## config.mk

```make
export PLATFORM = sky130hd
export DESIGN_NAME = probe_latch
export DESIGN_NICKNAME = d
export VERILOG_FILES = /design/src/include/probe_latch_pkg.sv /design/src/hdl/pin_sync.sv /design/src/hdl/edge_latch.sv /design/src/hdl/probe_latch.sv
export VERILOG_INCLUDE_DIRS = /design/src /design/src/include
export SDC_FILE = /design/constraint.sdc
export NUM_CORES = 1
export LEC_CHECK = 0
export ABC_CLOCK_PERIOD_IN_PS = 2300
export BUFFER_PORTS_ARGS = -buffer_cell sky130_fd_sc_hd__buf_4
export CAP_MARGIN = 20
export CORE_AREA = 10 10 140 167
export DETAILED_ROUTE_END_ITERATION = 7
export DIE_AREA = 0 0 150 177
export GPL_TIMING_DRIVEN = 1
export PLACE_DENSITY = 0.71
export SYNTH_ARGS = -nofsm -noshare
export SYNTH_HDL_FRONTEND = slang
export SYNTH_SLANG_ARGS = --single-unit
```

## constraint.sdc

```tcl
create_clock -name clock -period 2.3 [get_ports clock]
set_input_delay 0.46 -clock clock [delete_from_list [all_inputs] [get_ports clock]]
set_output_delay 0.46 -clock clock [all_outputs]
set_load 0.02 [all_outputs]
```

## src/include/probe_latch_params.svh

```systemverilog
// Constants for the probe latch and input status block.
// Assumes inclusion by bare name from the design and bench files.
`ifndef PROBE_LATCH_PARAMS_SVH
`define PROBE_LATCH_PARAMS_SVH

// ---------------------------------------------------------------
// Service codes
// ---------------------------------------------------------------
`define SVC_GET_SINGLE 8'h0E
`define SVC_SET_SINGLE 8'h10

// ---------------------------------------------------------------
// Object instance numbers
// ---------------------------------------------------------------
`define OBJ_PROBE_COMMAND 16'h60B8
`define OBJ_PROBE_STATUS 16'h60B9
`define OBJ_ONE_RISE 16'h60BA
`define OBJ_ONE_FALL 16'h60BB
`define OBJ_TWO_RISE 16'h60BC
`define OBJ_TWO_FALL 16'h60BD
`define OBJ_INPUT_SNAPSHOT 16'h60FD

// ---------------------------------------------------------------
// Reset values and snapshot fields
// ---------------------------------------------------------------
`define PROBE_COMMAND_RESET 16'h0000
`define POSITION_RESET 32'h0000_0000
`define SNAP_BIT_REVERSE 0
`define SNAP_BIT_FORWARD 1
`define SNAP_BIT_HOME 2
`define SNAP_BIT_PIN_FOUR 20
`define SNAP_BIT_PIN_FIVE 21
`define SNAP_BIT_STO_A 24
`define SNAP_BIT_STO_B 25

// ---------------------------------------------------------------
// Answer status codes
// ---------------------------------------------------------------
`define ANS_OK 8'h00
`define ANS_NOT_SUPPORTED 8'h08
`define ANS_NOT_SETTABLE 8'h0E
`define ANS_NO_OBJECT 8'h16

`endif

```

## src/include/probe_latch_pkg.sv

```systemverilog
// Types shared by the probe latch and input status block.
// Assumes the constants header is on the include path.
`default_nettype none
package probe_latch_pkg;

    typedef struct packed {
        logic [7:0] service;
        logic [15:0] object;
        logic [31:0] value;
    } request_t;

    typedef struct packed {
        logic [7:0] status;
        logic [31:0] value;
    } answer_t;

    typedef struct packed {
        logic reverse_stroke_end_input;
        logic forward_stroke_end_input;
        logic home_proximity_input;
        logic input_pin_four;
        logic input_pin_five;
        logic safe_torque_off_chan_a;
        logic safe_torque_off_chan_b;
    } pins_t;

endpackage
`default_nettype wire

```

## src/hdl/pin_sync.sv

```systemverilog
// Two-flop synchroniser for a group of input pins.
// Assumes the pins are asynchronous to clock.
`timescale 1ns/1ns
`default_nettype none

module pin_sync
    import probe_latch_pkg::*;
#(
    parameter int WIDTH = 7
) (
    // Clock and reset
    input wire logic clock,
    input wire logic rst,
    // Pins
    input wire logic [WIDTH-1:0] async_in,
    output logic [WIDTH-1:0] sync_out
);

    typedef struct packed {
        logic [WIDTH-1:0] first;
        logic [WIDTH-1:0] second;
    } sync_state_t;

    sync_state_t state;
    sync_state_t next_state;

    always_comb begin
        next_state.first = async_in;
        next_state.second = state.first;
    end

    always_ff @(posedge clock) begin
        if (rst) begin
            state <= '0;
        end else begin
            state <= next_state;
        end
    end

    assign sync_out = state.second;

endmodule

`default_nettype wire

```

## src/hdl/edge_latch.sv

```systemverilog
// Captures a position word on the rising and falling edges of one probe.
// Assumes the probe level is already synchronised to clock.
`timescale 1ns/1ns
`default_nettype none

module edge_latch
    import probe_latch_pkg::*;
#(
    parameter int POS_WIDTH = 32
) (
    // Clock and reset
    input wire logic clock,
    input wire logic rst,
    // Probe and position
    input wire logic probe,
    input wire logic enable,
    input wire logic [POS_WIDTH-1:0] position,
    // Captured values
    output logic [POS_WIDTH-1:0] rise_position,
    output logic [POS_WIDTH-1:0] fall_position,
    output logic rise_seen,
    output logic fall_seen
);

    typedef struct packed {
        logic last;
        logic [POS_WIDTH-1:0] rise;
        logic [POS_WIDTH-1:0] fall;
        logic rose;
        logic fell;
    } latch_state_t;

    latch_state_t state;
    latch_state_t next_state;

    always_comb begin
        next_state = state;
        next_state.last = probe;
        // Held until the next qualifying edge
        if (enable && probe && !state.last) begin
            next_state.rise = position;
            next_state.rose = 1'b1;
        end
        if (enable && !probe && state.last) begin
            next_state.fall = position;
            next_state.fell = 1'b1;
        end
    end

    always_ff @(posedge clock) begin
        if (rst) begin
            state <= '0;
        end else begin
            state <= next_state;
        end
    end

    assign rise_position = state.rise;
    assign fall_position = state.fall;
    assign rise_seen = state.rose;
    assign fall_seen = state.fell;

endmodule

`default_nettype wire

```

## src/hdl/probe_latch.sv

```systemverilog
// Probe position latch and input snapshot, reached by attribute services.
// Assumes one request per strobe on the control clock; pins are async.
`timescale 1ns/1ns
`default_nettype none
`include "probe_latch_params.svh"

module probe_latch
    import probe_latch_pkg::*;
#(
    parameter int POS_WIDTH = 32
) (
    // Clock and reset
    input wire logic clock,
    input wire logic rst,
    // Attribute service request and answer
    input wire logic req_valid,
    input wire request_t req,
    output logic ans_valid,
    output answer_t ans,
    // Position source, same clock
    input wire logic signed [POS_WIDTH-1:0] actual_position,
    // Input pins
    input wire pins_t pins,
    // Pin four selects probe one when high, launch input when low
    input wire logic input_four_function_param,
    // Launch input seen on pin four
    output logic motion_launch_input
);

    // ---------------------------------------------------------------
    // State
    // ---------------------------------------------------------------
    typedef struct packed {
        logic ans_valid;
        answer_t ans;
        logic [15:0] probe_command_word;
        logic [31:0] input_pin_snapshot;
        logic launch;
    } top_state_t;

    top_state_t state;
    top_state_t next_state;

    pins_t pins_sync;
    logic [POS_WIDTH-1:0] one_rise;
    logic [POS_WIDTH-1:0] one_fall;
    logic [POS_WIDTH-1:0] two_rise;
    logic [POS_WIDTH-1:0] two_fall;
    logic one_rose;
    logic one_fell;
    logic two_rose;
    logic two_fell;
    logic probe_input_one;
    logic probe_input_two;
    logic [15:0] probe_status_word;

    // ---------------------------------------------------------------
    // Pin synchronisation
    // ---------------------------------------------------------------
    pin_sync #(
        .WIDTH($bits(pins_t))
    ) u_sync (
        .clock(clock),
        .rst(rst),
        .async_in(pins),
        .sync_out(pins_sync)
    );

    // Pin four is probe one only in its probe setting
    assign probe_input_one = pins_sync.input_pin_four &
        input_four_function_param;
    assign probe_input_two = pins_sync.input_pin_five;

    // ---------------------------------------------------------------
    // Capture units
    // ---------------------------------------------------------------
    // Latching is enabled by bit 0 and bit 8 of the command word; the
    // finer command bits are kept for software but not decoded here.
    edge_latch #(
        .POS_WIDTH(POS_WIDTH)
    ) u_probe_one (
        .clock(clock),
        .rst(rst),
        .probe(probe_input_one),
        .enable(state.probe_command_word[0] & input_four_function_param),
        .position(actual_position),
        .rise_position(one_rise),
        .fall_position(one_fall),
        .rise_seen(one_rose),
        .fall_seen(one_fell)
    );

    edge_latch #(
        .POS_WIDTH(POS_WIDTH)
    ) u_probe_two (
        .clock(clock),
        .rst(rst),
        .probe(probe_input_two),
        .enable(state.probe_command_word[8]),
        .position(actual_position),
        .rise_position(two_rise),
        .fall_position(two_fall),
        .rise_seen(two_rose),
        .fall_seen(two_fell)
    );

    // Status: enable and capture flags per probe
    assign probe_status_word = {5'h00, two_fell, two_rose,
        state.probe_command_word[8], 5'h00, one_fell, one_rose,
        state.probe_command_word[0]};

    // ---------------------------------------------------------------
    // Helpers
    // ---------------------------------------------------------------
    function automatic logic [31:0] snapshot(input pins_t p);
        logic [31:0] w;
        // Reserved bits read as zero
        w = 32'h0000_0000;
        w[`SNAP_BIT_REVERSE] = p.reverse_stroke_end_input;
        w[`SNAP_BIT_FORWARD] = p.forward_stroke_end_input;
        w[`SNAP_BIT_HOME] = p.home_proximity_input;
        w[`SNAP_BIT_PIN_FOUR] = p.input_pin_four;
        w[`SNAP_BIT_PIN_FIVE] = p.input_pin_five;
        w[`SNAP_BIT_STO_A] = p.safe_torque_off_chan_a;
        w[`SNAP_BIT_STO_B] = p.safe_torque_off_chan_b;
        return w;
    endfunction

    function automatic logic [31:0] widen(input logic [POS_WIDTH-1:0] v);
        return 32'(signed'(v));
    endfunction

    // ---------------------------------------------------------------
    // Service handling
    // ---------------------------------------------------------------
    always_comb begin
        next_state = state;
        next_state.ans_valid = 1'b0;
        next_state.input_pin_snapshot = snapshot(pins_sync);
        next_state.launch = pins_sync.input_pin_four &
            ~input_four_function_param;
        if (req_valid) begin
            next_state.ans_valid = 1'b1;
            next_state.ans.status = `ANS_OK;
            next_state.ans.value = 32'h0000_0000;
            if (req.service == `SVC_GET_SINGLE) begin
                // Read answers with the current value
                if (req.object == `OBJ_PROBE_COMMAND) begin
                    next_state.ans.value = {16'h0000,
                        state.probe_command_word};
                end else if (req.object == `OBJ_PROBE_STATUS) begin
                    next_state.ans.value = {16'h0000, probe_status_word};
                end else if (req.object == `OBJ_ONE_RISE) begin
                    next_state.ans.value = widen(one_rise);
                end else if (req.object == `OBJ_ONE_FALL) begin
                    next_state.ans.value = widen(one_fall);
                end else if (req.object == `OBJ_TWO_RISE) begin
                    next_state.ans.value = widen(two_rise);
                end else if (req.object == `OBJ_TWO_FALL) begin
                    next_state.ans.value = widen(two_fall);
                end else if (req.object == `OBJ_INPUT_SNAPSHOT) begin
                    next_state.ans.value = state.input_pin_snapshot;
                end else begin
                    next_state.ans.status = `ANS_NO_OBJECT;
                end
            end else if (req.service == `SVC_SET_SINGLE) begin
                // Only the command word takes writes
                if (req.object == `OBJ_PROBE_COMMAND) begin
                    next_state.probe_command_word = req.value[15:0];
                end else if (req.object == `OBJ_PROBE_STATUS ||
                        req.object == `OBJ_ONE_RISE ||
                        req.object == `OBJ_ONE_FALL ||
                        req.object == `OBJ_TWO_RISE ||
                        req.object == `OBJ_TWO_FALL ||
                        req.object == `OBJ_INPUT_SNAPSHOT) begin
                    next_state.ans.status = `ANS_NOT_SETTABLE;
                end else begin
                    next_state.ans.status = `ANS_NO_OBJECT;
                end
            end else begin
                next_state.ans.status = `ANS_NOT_SUPPORTED;
            end
        end
    end

    always_ff @(posedge clock) begin
        if (rst) begin
            state <= '0;
            // Volatile command word, zero from reset
            state.probe_command_word <= `PROBE_COMMAND_RESET;
        end else begin
            state <= next_state;
        end
    end

    // ---------------------------------------------------------------
    // Outputs
    // ---------------------------------------------------------------
    assign ans_valid = state.ans_valid;
    assign ans = state.ans;
    assign motion_launch_input = state.launch;

endmodule

`default_nettype wire

```

==> results of run 1 <==
[flip-flops by register name, summed over array words and instances, names as in the netlist]
register and cells:
u_probe_one.fall_position 32, u_probe_two.rise_position 32, u_sync.next_state 7, u_probe_one.rise_position 32, u_probe_one.rise_seen 1, u_probe_two.fall_seen 1
u_probe_two.rise_seen 1, u_sync.sync_out 7, u_probe_two.fall_position 32, u_probe_one.state 1, u_probe_one.fall_seen 1, state 21
probe_status_word 2, motion_launch_input 1, ans_valid 1, ans 35
[through the flow]
step	cell area, um2	setup WS, ns	power (mW)	cells	util
6_report	10500	0.532	7.41	1431	0.523
3_3_place_gp	9820	0.0699	4.01	1395	0.488
5_1_grt	10500	0.447	7.65	1431	0.523
2_1_floorplan	8880	0.441	3.83	1092	-
4_1_cts	10500	0.536	7.47	1431	0.523
3_5_place_dp	9820	0.0216	4.02	1395	0.488
[cell usage in the layout (no fill, tap or decap), types with 4 or more instances in the layout]
cell | Yosys | final
o21ai_1 | 7 | 7
buf_4 | 46 | 151
or3_1 | 19 | 19
a211oi_1 | 6 | 6
o22ai_1 | 17 | 17
a32o_1 | 7 | 7
mux2_2 | 7 | 7
nor2b_1 | 44 | 44
nor2_1 | 20 | 19
inv_1 | 7 | 7
and4_1 | 7 | 7
nand2_1 | 317 | 317
o21ai_0 | 6 | 6
a31o_2 | 10 | 10
and2_1 | 4 | 4
o311ai_0 | 6 | 6
clkinv_2 | 0 | 7
nand4_1 | 5 | 5
dfxtp_1 | 207 | 207
clkbuf_16 | 0 | 21
a21oi_1 | 178 | 178
mux2i_1 | 32 | 32
buf_12 | 0 | 7
conb_1 | 1 | 4
nand3_1 | 13 | 13
[power breakdown]
part / switching [mW] / leakage [nW] / internal (mW) / total [mW]
clock: 1.37 / 0.351 / 2.10 / 3.47
sequential: 0.00712 / 1.67 / 3.60 / 3.61
combinational: 0.183 / 1.90 / 0.144 / 0.328
[how the worst max path moves through the flow]
| stage | depth (start not counted) | slack [ns] | end |
|---|---|---|---|
| finish | 7 | 0.53 | ans[16] |
| global route | 7 | 0.45 | ans[20] |
| CTS | 7 | 0.54 | ans[16] |
| detailed placement | 7 | 0.02 | ans[16] |
| global placement | 7 | 0.07 | ans[17] |
| floorplan | 7 | 0.44 | ans[21] |
[routing by layer]
layer | vias up | global-route usage | part of all wire
met5 | - | 0 | 0
met4 | 0 | 0.0600 | 0.023
met3 | 35 | 0.0338 | 0.063
met2 | 203 | 0.311 | 0.50
met1 | 3620 | 0.222 | 0.41
li1 | 3776 | - | -
[cell type report]
class	instances	area share
flip-flops and latches	207	0.394
multi-input cells	758	0.384
repair buffers	158	0.121
clock buffers	25	0.0542
well taps	265	0.0315
clock inverters	11	0.0126
inverters	7	0.00250
[logic make-up after synthesis]
logic type / after synthesis / synth area share
compound gates: 256 / 0.169
buf+inv: 127 / 0.0788
mux: 40 / 0.0463
flops: 207 / 0.467
other cells: 1 / 0.000423
simple gates: 458 / 0.238
==> results.sh, run 1 <==
export IMPL_wl_um=24900
export IMPL_die_h_um=177
export IMPL_multi_input_comb_area_um2=4050
export IMPL_cts_tree="yes"
export IMPL_async_reset_ff_frac=0
export IMPL_r2r_cells=4
export IMPL_syn_area_per_cell_um2=8.14
export IMPL_rows=57
export IMPL_htreeDepth=1
export IMPL_synth_area_top_cells="dfxtp_1, nand2_1, a21oi_1"
export IMPL_grt_pass1_wl_um=38900
export IMPL_pin_count=141
export IMPL_grt_usage=0.181
export IMPL_setup_worst_path_start="req[41]"
export IMPL_yosysTopAreaCellShare=0.467
export IMPL_drive_above_1_share=0.195
export IMPL_power_density_nw_per_um2=704
export IMPL_end_kind="flip-flop"
export IMPL_vias_per_cell=5.33
export IMPL_synth_ff_type="dfxtp_1"
export IMPL_port_buffers=120
export IMPL_yosys_top_cells_count="nand2_1, dfxtp_1, a21oi_1"
export IMPL_fin_nets=1252
export IMPL_crit_chain="buf_4, nor4_4, nand4_4, buf_12, mux2_2, a21oi_1, o21ai_1"
export IMPL_synth_edf_count=0
export IMPL_ctsLongestPathBuffers=3
export IMPL_nFillCells=1921
export IMPL_synth_cells=1089
export IMPL_die_area_um2=26600
export IMPL_n_antenna_cell=0
export IMPL_crit_slowest_cell="nand4_4"
export IMPL_outcome="completed"
export IMPL_ctsHoldBuffers=0
export IMPL_post_cts_repair_setup_buffers=0
export IMPL_ant_nets=0
export IMPL_crit_fanout=13
export IMPL_slew_viol_final=0
export IMPL_drt_iter0_markers=561
export IMPL_setup_tns_ns=0
export IMPL_worstReg2RegStart="probe_status_word[8]"
export IMPL_globalRoute_totalOverflow=0
export IMPL_path_buf_inv=2
export IMPL_root_buffer="clkbuf_16"
export IMPL_finalCriticalPeriod_ns=1.77
export IMPL_finalHoldViolations=0
export IMPL_slowest_delay_ns=0.38
export IMPL_whs_path_depth=2
export IMPL_cts_resized_gates=0
export IMPL_min_from="input_four_function_param"
export IMPL_worst_pin_slew_ns=0.817
export IMPL_via_count=7634
export IMPL_fin_crit_sh=0.769
export IMPL_dr_pass1_iters=5
export IMPL_gp_congestion=0.806
export IMPL_synth_largest_area_cell="dfxtp_1"
export IMPL_crit_path_start_kind="input pin"
export IMPL_setup_viol=0
export IMPL_start_util=0.441
export IMPL_register_area_um2=4140
export IMPL_leakagePower_nw=3.92
export IMPL_worstSkewPairLatency_ns=0.49
export IMPL_synth_area_um2=8860
export IMPL_critPathKind="in2reg"
export IMPL_max_freq_mhz=566
export IMPL_reg2reg_slack_ns=0.74
export IMPL_wl_per_cell_um=17.4
export IMPL_worst_clock_skew_ns=0.0135
export IMPL_ir_drop_mv=0.499
export IMPL_core_um2=20100
export IMPL_whs_ns=0.161
export IMPL_rsz0062_at_grt="false"
export IMPL_worstPathRequired_ns=2.66
export IMPL_r2r_end="u_probe_two.fall_position[1]"
export IMPL_synth_distinct_cells=53
export IMPL_die_w_um=150
export IMPL_yosysSeqAreaShare=0.467
export IMPL_numCtsBuffers=21
export IMPL_grt_pass1_vias=7272
export IMPL_relSlewSlack=0.455
export IMPL_ys_seq_elements=207
export IMPL_holdPathEnd="motion_launch_input"
export IMPL_antenna_found_initial=0
export IMPL_path_delay_family="simple AND/OR/NAND/NOR gates"
export IMPL_drcViolationCount=0
export IMPL_area_delta_synth_final_pct=18.7
export IMPL_yosysMostFrequentCell="nand2_1"
export IMPL_hp_class="in2reg"
export IMPL_clk_pin_slew_ns=0.07
export IMPL_grt_max_degree=170
export IMPL_cp_data_arrival_time_ns=2.13
export IMPL_dp_hpwl_um=16100
export IMPL_numClockSinks=207
export IMPL_yosysWarningCount=0
export IMPL_max_cap_viol_count=0
No activity file was read; power rests on OpenSTA's default activity.
==> run 2, diff against run 1 <==
- ABC_CLOCK_PERIOD_IN_PS: 2300 -> 1750
- clock period: 2.3 -> 1.75 ns (I/O delays scaled with it)
==> run 2 against run 1 <==
Net effect: hold slack got worse by 0.11 ns; design area is 2.7% higher; clock-buffer cell count up 5; critical path type unchanged; sequential power grew 32%.
==> results.sh, run 2 (synthesis gave the netlist of run 1 again) <==
export IMPL_outcome="completed"
export IMPL_port_buffers=120
export IMPL_core_um2=20100
export IMPL_combPwrFrac=0.049
export IMPL_setup_viol=0
export IMPL_post_cts_repair_setup_buffers=0
export IMPL_critPathKind="in2reg"
export IMPL_wl_per_cell_um=17.8
export IMPL_p_sw_frac=0.211
export IMPL_gp_congestion=0.844
export IMPL_die_area_um2=26600
export IMPL_numCtsBuffers=21
export IMPL_internal_power_mw=7.61
export IMPL_rsz0062_at_grt="false"
export IMPL_die_w_um=150
export IMPL_p_seq_frac=0.493
export IMPL_cts_tree="yes"
export IMPL_switchingPower_mw=2.03
export IMPL_root_buffer="clkbuf_16"
export IMPL_slew_viol_final=0
export IMPL_start_util=0.441
export IMPL_grt_usage=0.187
export IMPL_dp_hpwl_um=17300
export IMPL_numClockSinks=207
export IMPL_placedCellCount=1425
export IMPL_finalCriticalPeriod_ns=1.62
export IMPL_final_common_cell="nand2_1"
export IMPL_crit_path_start_kind="input pin"
export IMPL_via_count=7798
export IMPL_ctsHoldBuffers=0
export IMPL_die_h_um=177
export IMPL_finalNonFillerCells=1459
export IMPL_area_delta_synth_final_pct=21.9
export IMPL_ant_nets=0
export IMPL_fin_crit_sh=0.927
export IMPL_pin_count=141
export IMPL_grt_pass1_vias=7728
export IMPL_max_freq_mhz=617
export IMPL_p_clk_frac=0.459
export IMPL_grt_max_degree=99
export IMPL_worstPathRequired_ns=2.17
export IMPL_wl_um=25900
export IMPL_drt_iter0_markers=513
export IMPL_leakagePower_nw=4.09
export IMPL_clk_pin_slew_ns=0.06
export IMPL_cts_resized_gates=0
export IMPL_cp_data_arrival_time_ns=2.04
export IMPL_drive_above_1_share=0.210
export IMPL_globalRoute_totalOverflow=0
export IMPL_end_kind="flip-flop"
export IMPL_crit_fanout=16
export IMPL_power_density_nw_per_um2=892
export IMPL_ctsLongestPathBuffers=3
export IMPL_hp_class="in2reg"
export IMPL_htreeDepth=1
export IMPL_antenna_found_initial=0
export IMPL_dr_pass1_iters=5
export IMPL_n_antenna_cell=0
export IMPL_max_cap_viol_count=0
export IMPL_fin_nets=1282
export IMPL_largest_register_ffs=35
export IMPL_worstSkewPairLatency_ns=0.49
export IMPL_rows=57
export IMPL_final_util=0.537
export IMPL_nFillCells=1895
export IMPL_final_cell_mix="nand2_1, dfxtp_1, a21oi_1"
export IMPL_vias_per_cell=5.34
export IMPL_ir_drop_mv=0.694
export IMPL_drcViolationCount=0
export IMPL_worst_clock_skew_ns=0.0128
export IMPL_finalHoldViolations=0
export IMPL_grt_pass1_wl_um=40300
run 2: cell types whose count changed in the layout (fill, tap and decap cells not counted), sizes merged:
cell	delta
buf	+30
clkinvlp	-1
bufinv	-1
clkbuf	+5
clkinv	-5
run 2: worst paths after layout:
| path | start | to | slack, ns | depth (start not counted) |
|---|---|---|---|---|
| min reg2reg | u_sync.sync_out[1] | state[25] | 0.44 | 1 |
| min | input_four_function_param | motion_launch_input | 0.06 | 2 |
| max | req[41] | state[34] | 0.13 | 8 |
| max reg2reg | probe_status_word[0] | u_probe_one.fall_position[24] | 0.34 | 5 |
run 2: area by class of cell:
cell class	instances	area (um2)	share of cell area
timing repair buffer	188	1590	0.147
clock inverter	4	70.1	0.00649
tap	265	332	0.0307
inverter	7	26.3	0.00243
sequential	207	4140	0.384
multi-input combinational	758	4050	0.375
clock buffer	30	599	0.0555
run 2: worst max-delay path, cell delays in order:
cell	delay [ns]
buf_4	0.12
nor4_4	0.42
buf_4	0.23
and4_1	0.29
and4_1	0.27
buf_12	0.15
nand2_1	0.06
a21oi_1	0.15
run 2: power by group through the flow:
| stage | combinational [mW] | sequential, mW | clock, mW |
|---|---|---|---|
| finish | 0.467 | 4.75 | 4.42 |
| global route | 0.502 | 4.75 | 4.68 |
| CTS | 0.465 | 4.75 | 4.49 |
| detailed placement | 0.463 | 4.85 | 0 |
| global placement | 0.460 | 4.85 | 0 |
| floorplan | 0.186 | 4.85 | 0 |
run 2: metal layers:
| metal | global-route usage | vias to the layer above | wire (um) |
|---|---|---|---|
| met5 | 0 | - | 0 |
| met3 | 0.0297 | 57 | 1490 |
| met4 | 0.0710 | 0 | 769 |
| met2 | 0.330 | 202 | 13000 |
| li1 | - | 3835 | - |
| met1 | 0.223 | 3704 | 10700 |
run 2: stage by stage:
stage                     TNS, ns  total power [mW]  hold slack [ns]  instance area, um2  setup WS (ns)
final                           0              9.64           0.0556               10800          0.128
after global placement     -13.67              5.31            0.418               10100         -0.308
after global routing            0              9.93           0.0493               10800         0.0271
after CTS                       0              9.70           0.0404               10800          0.144
after detailed placement   -15.18              5.31            0.422               10100         -0.361
after floorplan                 0              5.03            0.414                8880       0.000760
